**config.mk**
```make
export PLATFORM = sky130hd
export DESIGN_NAME = prs_top
export DESIGN_NICKNAME = d
export VERILOG_FILES = /design/src/design/prs_pkg.sv /design/src/design/prs_keeper.sv /design/src/design/prs_top.sv
export SDC_FILE = /design/constraint.sdc
export NUM_CORES = 1
export LEC_CHECK = 0
export ABC_AREA = 1
export ABC_CLOCK_PERIOD_IN_PS = 26800
export BUFFER_PORTS_ARGS = -buffer_cell sky130_fd_sc_hd__clkbuf_2
export CAP_MARGIN = 25
export CELL_PAD_IN_SITES_DETAIL_PLACEMENT = 2
export CELL_PAD_IN_SITES_GLOBAL_PLACEMENT = 2
export CORE_MARGIN = 3
export CORE_UTILIZATION = 38
export CTS_BUF_LIST = sky130_fd_sc_hd__clkbuf_4
export DETAILED_ROUTE_END_ITERATION = 7
export PLACE_DENSITY_LB_ADDON = 0.1
export SYNTH_ARGS = -nofsm -noshare
export SYNTH_HDL_FRONTEND = slang
export SYNTH_SLANG_ARGS = --single-unit
export TNS_END_PERCENT = 20
```
**constraint.sdc**
```tcl
create_clock -name clk_sys_i -period 26.8 [get_ports clk_sys_i]
set_input_delay 5.36 -clock clk_sys_i [delete_from_list [all_inputs] [get_ports clk_sys_i]]
set_output_delay 5.36 -clock clk_sys_i [all_outputs]
set_load 0.02 [all_outputs]
```
**src/design/prs_pkg.sv**
```systemverilog
package prs_pkg;
   // array dimensions
   localparam int NCELL = 10;                    // macrocell registers
   localparam int NIN   = 11;                    // dedicated logic inputs
   localparam int NPIN  = NIN + NCELL;           // pins with keepers
   localparam int NVEC  = NCELL + NPIN;          // array inputs: feedback, i/o, inputs
   localparam int NTERM = NCELL + 2;             // cell terms, async and sync reset
   localparam int T_AR  = NCELL;                 // shared asynchronous reset term
   localparam int T_SR  = NCELL + 1;             // shared synchronous reset term
   localparam int IDX_W = 4;
   localparam int AW    = 8;
   localparam int DW    = 32;
   localparam int SIG_W = 64;

   // register offsets
   localparam logic [AW-1:0] A_CFG  = 8'h00;     // polarity, registered, enable
   localparam logic [AW-1:0] A_PRE  = 8'h04;     // preload write, register state read
   localparam logic [AW-1:0] A_SIGL = 8'h08;     // signature low word
   localparam logic [AW-1:0] A_SIGH = 8'h0c;     // signature high word
   localparam logic [AW-1:0] A_SEC  = 8'h10;     // protection fuse and erase
   localparam logic [AW-1:0] A_PIDX = 8'h14;     // pattern term index
   localparam logic [AW-1:0] A_PDAT = 8'h18;     // pattern term mask
   localparam logic [AW-1:0] A_STAT = 8'h1c;     // status

   // field positions
   localparam int CFG_INV = 0;                   // output inversion bits
   localparam int CFG_REG = 10;                  // registered (1) or combinational
   localparam int CFG_OE  = 20;                  // output enable bits
   localparam int CFG_W   = 30;
   localparam int SEC_SET = 0;                   // write 1 programs the fuse
   localparam int SEC_ERA = 1;                   // write 1 erases pattern terms, signature, configuration and fuse
   localparam int ST_BUSY = 0;
   localparam int ST_SEC  = 1;
   localparam int ST_REF  = 2;
   localparam int ST_SUP  = 3;

   // reset values
   localparam logic [CFG_W-1:0] CFG_RST = 30'h0;
   localparam logic [SIG_W-1:0] SIG_RST = 64'h0;

   // power-up clearing interval
   localparam int CLK_MHZ       = 125;
   localparam int CLR_INTERVAL_NS = 1000;
   localparam int CLR_CYC       = CLR_INTERVAL_NS * CLK_MHZ / 1000;
   localparam int CNT_W         = 8;
   localparam logic [CNT_W-1:0] CLR_LAST = 8'(CLR_CYC - 1);

   typedef struct packed {
      logic [AW-1:0] addr;
      logic [DW-1:0] wdata;
      logic          wr;
      logic          rd;
   } prs_bus_s;
endpackage : prs_pkg

```
**src/design/prs_keeper.sv**
```systemverilog
`timescale 1ns/1ns
`default_nettype none
module prs_keeper #(
   parameter int W = 1
) (
   input  wire logic         clk_sys_i,   // system clock
   input  wire logic         rst_n_i,     // synchronised reset
   input  wire logic [W-1:0] lvl_i,       // synchronised pin level
   input  wire logic [W-1:0] drv_i,       // pin actively driven
   output logic      [W-1:0] res_o,       // level seen by the array
   output logic      [W-1:0] hold_o,      // weak keeper level
   output logic      [W-1:0] hold_oe_o    // keeper drives the pin
);
   typedef struct packed {
      logic [W-1:0] last;
   } prs_kp_s;

   prs_kp_s s_r, s_nxt;

   // remember the last driven level per pin
   always_comb begin
      s_nxt = s_r;
      for (int i = 0; i < W; i++) begin
         if (drv_i[i]) begin
            s_nxt.last[i] = lvl_i[i];
         end
      end
   end

   always_ff @(posedge clk_sys_i or negedge rst_n_i) begin
      if (!rst_n_i) begin
         s_r <= '0;
      end else begin
         s_r <= s_nxt;
      end
   end

   // a real driver wins at once, the keeper only fills in
   generate
      for (genvar g = 0; g < W; g++) begin : g_pin
         assign res_o[g]     = drv_i[g] ? lvl_i[g] : s_r.last[g];
         assign hold_o[g]    = s_r.last[g];
         assign hold_oe_o[g] = ~drv_i[g];
      end
   endgenerate
endmodule : prs_keeper
`default_nettype wire

```
**src/design/prs_top.sv**
```systemverilog
// How it works
// - supply below threshold or clearing interval forces all registers low, no clock
// - each output pin shows its register value, or its term when combinational, through its configured polarity
// - preload write forces each register high or low individually
// - sixty-four bit signature store, readable at all times
// - fuse set blocks pattern readback and preload at once, signature stays
// - undriven pins keep their last driven level
// - any real driver overrides the held level immediately
// - shared async and sync reset terms act on all cells, cleared at power-up
//
// Local design decisions: the address-and-strobe port and the register offsets.
`timescale 1ns/1ns
`default_nettype none
module prs_top
   import prs_pkg::*;
(
   input  wire logic                      clk_sys_i,  // system clock
   input  wire logic                      arst_n_i,   // async reset
   input  wire prs_pkg::prs_bus_s         bus_i,      // register request
   output logic      [prs_pkg::DW-1:0]    rdata_o,    // read data
   input  wire logic                      supply_ok_i,// supply above threshold
   input  wire logic                      dev_clk_i,  // device clock pin
   input  wire logic [prs_pkg::NIN-1:0]   in_i,       // input pin levels
   input  wire logic [prs_pkg::NIN-1:0]   in_drv_i,   // inputs driven by board
   input  wire logic [prs_pkg::NCELL-1:0] io_i,       // i/o pin levels
   input  wire logic [prs_pkg::NCELL-1:0] io_drv_i,   // i/o driven by board
   output logic      [prs_pkg::NCELL-1:0] io_o,       // i/o drive level
   output logic      [prs_pkg::NCELL-1:0] io_oe_o,    // i/o drive enable
   output logic      [prs_pkg::NPIN-1:0]  keep_o,     // keeper level
   output logic      [prs_pkg::NPIN-1:0]  keep_oe_o   // keeper weak enable
);
   import prs_pkg::*;

   typedef struct packed {
      logic                          sup1;
      logic                          sup2;
      logic                          ck1;
      logic                          ck2;
      logic                          ck3;
      logic [NPIN-1:0]               pin1;
      logic [NPIN-1:0]               pin2;
      logic [NPIN-1:0]               drv1;
      logic [NPIN-1:0]               drv2;
      logic                          busy;
      logic [CNT_W-1:0]              cnt;
      logic [NCELL-1:0]              q;
      logic [CFG_W-1:0]              cfg;
      logic [SIG_W-1:0]              sig;
      logic                          fuse;
      logic [IDX_W-1:0]              idx;
      logic [NTERM-1:0][NVEC-1:0]    pat;
      logic                          refused;
      logic [DW-1:0]                 rdata;
      logic [NCELL-1:0]              olvl;
      logic [NCELL-1:0]              ooe;
   } prs_state_s;

   prs_state_s       s_r, s_nxt;
   logic [1:0]       rst_sync_r;
   logic             rst_n;
   logic [NPIN-1:0]  res;
   logic [NPIN-1:0]  pin_drv;
   logic [NVEC-1:0]  vec;
   logic [NTERM-1:0] term;
   logic [NCELL-1:0] cell_val;
   logic             ck_rise;
   logic             wr_ok;

   // product term: empty mask is inactive
   function automatic logic term_f(input logic [NVEC-1:0] m,
                                   input logic [NVEC-1:0] v);
      return (|m) & (&(v | ~m));
   endfunction : term_f

   // reset release through two flops
   always_ff @(posedge clk_sys_i or negedge arst_n_i) begin
      if (!arst_n_i) begin
         rst_sync_r <= 2'h0;
      end else begin
         rst_sync_r <= {rst_sync_r[0], 1'b1};
      end
   end
   assign rst_n = rst_sync_r[1];

   // own drive counts as a driver on i/o pins
   assign pin_drv = {s_r.drv2[NPIN-1:NIN] | s_r.ooe, s_r.drv2[NIN-1:0]};

   prs_keeper #(
      .W (NPIN)
   ) u_keeper (
      .clk_sys_i (clk_sys_i),
      .rst_n_i   (rst_n),
      .lvl_i     (s_r.pin2),
      .drv_i     (pin_drv),
      .res_o     (res),
      .hold_o    (keep_o),
      .hold_oe_o (keep_oe_o)
   );

   // array inputs and terms
   assign vec     = {s_r.q, res};
   assign ck_rise = s_r.ck2 & ~s_r.ck3;
   generate
      for (genvar g = 0; g < NTERM; g++) begin : g_term
         assign term[g] = term_f(s_r.pat[g], vec);
      end
      for (genvar g = 0; g < NCELL; g++) begin : g_cell
         assign cell_val[g] = s_r.cfg[CFG_REG + g] ? s_r.q[g] : term[g];
      end
   endgenerate

   // next state
   always_comb begin
      s_nxt = s_r;
      wr_ok = bus_i.wr & ~s_r.fuse;

      // synchronisers
      s_nxt.sup1 = supply_ok_i;
      s_nxt.sup2 = s_r.sup1;
      s_nxt.ck1  = dev_clk_i;
      s_nxt.ck2  = s_r.ck1;
      s_nxt.ck3  = s_r.ck2;
      s_nxt.pin1 = {io_i, in_i};
      s_nxt.pin2 = s_r.pin1;
      s_nxt.drv1 = {io_drv_i, in_drv_i};
      s_nxt.drv2 = s_r.drv1;

      // clearing interval after the supply comes up
      if (!s_r.sup2) begin
         s_nxt.busy = 1'b1;
         s_nxt.cnt  = '0;
      end else if (s_r.busy) begin
         if (s_r.cnt == CLR_LAST) begin
            s_nxt.busy = 1'b0;
         end else begin
            s_nxt.cnt = s_r.cnt + 8'h1;
         end
      end

      // macrocell registers
      if (!s_r.sup2 || s_r.busy) begin
         s_nxt.q = '0;
      end else if (term[T_AR]) begin
         s_nxt.q = '0;
      end else if (bus_i.wr && bus_i.addr == A_PRE && !s_r.fuse) begin
         s_nxt.q = bus_i.wdata[NCELL-1:0];
      end else if (ck_rise) begin
         s_nxt.q = term[T_SR] ? '0 : term[NCELL-1:0];
      end

      // register writes
      if (bus_i.wr) begin
         unique case (bus_i.addr)
            A_CFG:  s_nxt.cfg = bus_i.wdata[CFG_W-1:0];
            A_SIGL: if (wr_ok) s_nxt.sig[31:0] = bus_i.wdata;
            A_SIGH: if (wr_ok) s_nxt.sig[63:32] = bus_i.wdata;
            A_PIDX: s_nxt.idx = bus_i.wdata[IDX_W-1:0];
            A_PDAT: begin
               if (wr_ok && int'(s_r.idx) < NTERM) begin
                  s_nxt.pat[s_r.idx] = bus_i.wdata[NVEC-1:0];
               end
            end
            A_SEC: begin
               if (bus_i.wdata[SEC_ERA]) begin
                  s_nxt.pat  = '0;
                  s_nxt.sig  = SIG_RST;
                  s_nxt.cfg  = CFG_RST;
                  s_nxt.fuse = 1'b0;
               end else if (bus_i.wdata[SEC_SET]) begin
                  s_nxt.fuse = 1'b1;
               end
            end
            default: ;
         endcase
      end

      // read data, one cycle later
      s_nxt.rdata = '0;
      if (bus_i.rd) begin
         unique case (bus_i.addr)
            A_CFG:  s_nxt.rdata = {2'h0, s_r.cfg};
            A_PRE:  s_nxt.rdata = {22'h0, s_r.q};
            A_SIGL: s_nxt.rdata = s_r.sig[31:0];
            A_SIGH: s_nxt.rdata = s_r.sig[63:32];
            A_SEC:  s_nxt.rdata = {31'h0, s_r.fuse};
            A_PIDX: s_nxt.rdata = {28'h0, s_r.idx};
            A_PDAT: begin
               if (!s_r.fuse && int'(s_r.idx) < NTERM) begin
                  s_nxt.rdata = {1'h0, s_r.pat[s_r.idx]};
               end
            end
            A_STAT: begin
               s_nxt.rdata[ST_BUSY] = s_r.busy;
               s_nxt.rdata[ST_SEC]  = s_r.fuse;
               s_nxt.rdata[ST_REF]  = s_r.refused;
               s_nxt.rdata[ST_SUP]  = s_r.sup2;
               s_nxt.refused        = 1'b0;
            end
            default: ;
         endcase
      end

      // refused access flag, set wins over clear
      if (s_r.fuse && ((bus_i.rd && bus_i.addr == A_PDAT) ||
                       (bus_i.wr && (bus_i.addr == A_PRE || bus_i.addr == A_PDAT ||
                                     bus_i.addr == A_SIGL || bus_i.addr == A_SIGH)))) begin
         s_nxt.refused = 1'b1;
      end

      // output pins through their polarity
      s_nxt.olvl = cell_val ^ s_r.cfg[CFG_INV +: NCELL];
      s_nxt.ooe  = s_r.cfg[CFG_OE +: NCELL];
   end

   // state register
   always_ff @(posedge clk_sys_i or negedge rst_n) begin
      if (!rst_n) begin
         s_r      <= '0;
         s_r.busy <= 1'b1;
         s_r.cfg  <= CFG_RST;
         s_r.sig  <= SIG_RST;
      end else begin
         s_r <= s_nxt;
      end
   end

   assign rdata_o = s_r.rdata;
   assign io_o    = s_r.olvl;
   assign io_oe_o = s_r.ooe;
endmodule : prs_top
`default_nettype wire

```
==> flow_metrics.env <==
export IMPL_portBuffers=181
export IMPL_worst_path_max_fanout=3
export IMPL_ys_flop_type="dfrtp_1"
export IMPL_netlist_area_um2=32200
export IMPL_tightest_slew_ps=1100
export IMPL_worst_setup_path_end_kind="output pin"
export IMPL_gp_congestion=0.937
export IMPL_setup_slack_ps=18830
export IMPL_placed_cells=5278
export IMPL_die_w_um=297
export IMPL_holdCritPathClass="reg2reg"
export IMPL_powerDensity_nw_per_um2=61.4
export IMPL_fin_cells=5624
export IMPL_hold_depth=0
export IMPL_grt_setup_unrepaired="no"
export IMPL_ff2ff_setup_slack_ps=22300
export IMPL_die_area_um2=88300
export IMPL_routed_via_density=5.90
export IMPL_syn_avg_cell_area_um2=7.72
export IMPL_synthCells=4173
export IMPL_cp_data_arrival_time_ps=2610
export IMPL_cts_buffers=188
export IMPL_start_kind="flop"
export IMPL_ios=182
export IMPL_maxSlewViolCount=0
export IMPL_r2r_end="io_o[5]"
export IMPL_synth_nets=4263
export IMPL_clk_pin_slew_worst_paths_ps=80
export IMPL_rows=106
export IMPL_reg2reg_from="io_oe_o[0]"
export IMPL_cp_num_buf_inv=1
export IMPL_startpoint="io_oe_o[0]"
export IMPL_drc=0
export IMPL_track_usage=0.367
export IMPL_yosys_warnings=0
export IMPL_num_nets_final=4431
export IMPL_synth_area_top_cells="dfrtp_1, nand2_1, o21ai_0"
export IMPL_clock_latency_ps=1150
export IMPL_path_cells="nor2_1, clkbuf_2"
export IMPL_dr_max_layer_used="met5"
export IMPL_dr_wl_met2_mm=75.1
export IMPL_htreeDepth=4
export IMPL_grt_max_degree=154
export IMPL_cp_endpoint="keep_oe_o[11]"
export IMPL_cts_sinks=655
export IMPL_worstSetupPathType="reg2out"
export IMPL_drt_initial_drc_count=3082
export IMPL_grt_overflow_total=0
export IMPL_async_reset_ff_frac=1.00
export IMPL_via_count=33200
export IMPL_clock_path_buffers=3
export IMPL_reg2reg_depth=10
export IMPL_seq_area_frac_synth=0.509
export IMPL_p_leak_nw=17.5
export IMPL_synth_top_cell_by_area="dfrtp_1"
export IMPL_post_place_ws_ps=18110
export IMPL_cp_required_ps=21440
export IMPL_timing_fmax_mhz=126
export IMPL_total_power_mw=2.25
export IMPL_status="finished, final reports clean"
export IMPL_crit_slowest_cell="nor2_1"
export IMPL_cp_top_family="simple AND/OR/NAND/NOR gates"
export IMPL_place_hpwl_mm=116
export IMPL_drive_above_1_share=0.133
export IMPL_die_h_um=297
export IMPL_finalHoldViolations=0
export IMPL_syn_to_final_growth_pct=13.6
export IMPL_cts_repair_resize_count=0
export IMPL_grt_pass1_vias=35000
export IMPL_peakVddDrop_uv=42.1
export IMPL_wl_per_cell_um=29.3
export IMPL_cpPeakStageDelay_ps=760
export IMPL_core_um2=83800
export IMPL_skew_ps=52.7
export IMPL_antenna_found_initial=6
export IMPL_cp_num_cells=2
export IMPL_grt_pass1_wl_mm=240
export IMPL_final_core_util=0.437
export IMPL_routed_wl_mm=165
export IMPL_synth_edff_count=0
export IMPL_drt_pass1_iter_count=5
export IMPL_design_area_um2=36600
export IMPL_post_cts_buffers=0
export IMPL_cts_hold_buf=0
export IMPL_worst_hold_slack_ps=310
export IMPL_start_util=0.384
export IMPL_cts_root_buf="clkbuf_4"
export IMPL_wl_met3_mm=11.1
export IMPL_drv_cap=0
export IMPL_post_route_period_util=0.297
export IMPL_fill_cells=9744
export IMPL_dpl_cell_area_um2=34000
export IMPL_slew_headroom=0.261
export IMPL_finalSetupViolCount=0
export IMPL_cts_tree="yes"
export IMPL_synth_distinct_cells=44
export IMPL_final_setup_tns_ps=0
export IMPL_synth_top_area_frac=0.508
export IMPL_synth_ff_latch_count=655
export IMPL_wl_met1_mm=68.8
export IMPL_ant_nets=0
export IMPL_post_route_min_period_ps=7970
worst min-delay path by stage:
stage	slack, ps	start	endpoint
after detailed placement	340	s_nxt[558]	s_r[558]
after global placement	330	s_nxt[558]	s_r[558]
after CTS	310	s_nxt[563]	s_r[563]
after global routing	340	s_nxt[563]	s_r[563]
after floorplan	330	s_nxt[543]	pin_drv[0]
final	310	s_nxt[563]	s_r[563]
worst reg2reg max path, delay by kind of cell (launching register included):
| kind | cells | cell delay [ps] |
|---|---|---|
| and+or+nand+nor | 9 | 3790 |
| AOI/OAI and AO/OA | 1 | 160 |
| DFF | 1 | 410 |
layer usage:
metal  track usage  up-vias
li1              -    14100
met1         0.484    17200
met2         0.576     1421
met3        0.0681      414
met4         0.193        6
met5             0        -
placed cells by master (no fill, tap or decap), types with 12 or more instances in the layout:
cell / Yosys / final
buf_16: 0 / 12
nand3_1: 416 / 416
o21ai_1: 33 / 33
nand4_1: 62 / 62
nand2_1: 990 / 988
clkbuf_4: 0 / 281
a21oi_1: 62 / 61
clkinv_1: 5 / 42
o21ai_2: 8 / 14
inv_1: 423 / 421
o21ai_0: 644 / 638
buf_4: 53 / 66
o22ai_1: 136 / 136
nor2_1: 360 / 354
clkbuf_2: 0 / 181
a22oi_1: 19 / 19
dfrtp_1: 654 / 652
o21a_1: 12 / 12
synth_stat cells (11+ instances only):
cell type / n
inv_1: 423
o22ai_1: 136
o21a_1: 12
buf_4: 53
nand4_1: 62
o21ai_1: 33
dfrtp_1: 654
nand3_1: 416
buf_2: 33
a21oi_1: 62
nor2_1: 360
nor3_1: 11
o21ai_0: 644
a22oi_1: 19
clkbuf_1: 187
nand2_1: 990
report_power, final:
| group | internal [mW] | switching (mW) |
|---|---|---|
| Sequential | 1.03 | 0.0249 |
| Combinational | 0.0389 | 0.168 |
| Clock | 0.507 | 0.480 |
cell type report:
class,count,area [um^2],area share
Clock buffer,281,2110,0.0576
Tap cell,1134,1420,0.0388
Inverter,429,1610,0.0440
Antenna cell,6,15.0,0.000410
Timing Repair Buffer,261,1770,0.0484
Sequential cell,655,16400,0.448
Clock inverter,52,313,0.00855
Multi-Input combinational cell,2806,13000,0.354
registers in the layout, summed over array words and instances (netlist names):
register and cells:
s_r 514, pin_drv 11, rst_sync_r 2, io_o 10, io_oe_o 10, rdata_o 32
s_nxt 55, u_keeper.hold_o 21
logic make-up after synthesis:
logic type	after synthesis	share of synthesized area
other	1	0.000116
AO/OA/AOI/OAI	936	0.157
flip-flops	655	0.509
buffers and inverters	712	0.0907
XOR/XNOR	3	0.000816
adder cells (fa/ha/maj)	2	0.000777
AND/OR/NAND/NOR	1864	0.242
Power figures use the tool's default switching activity.
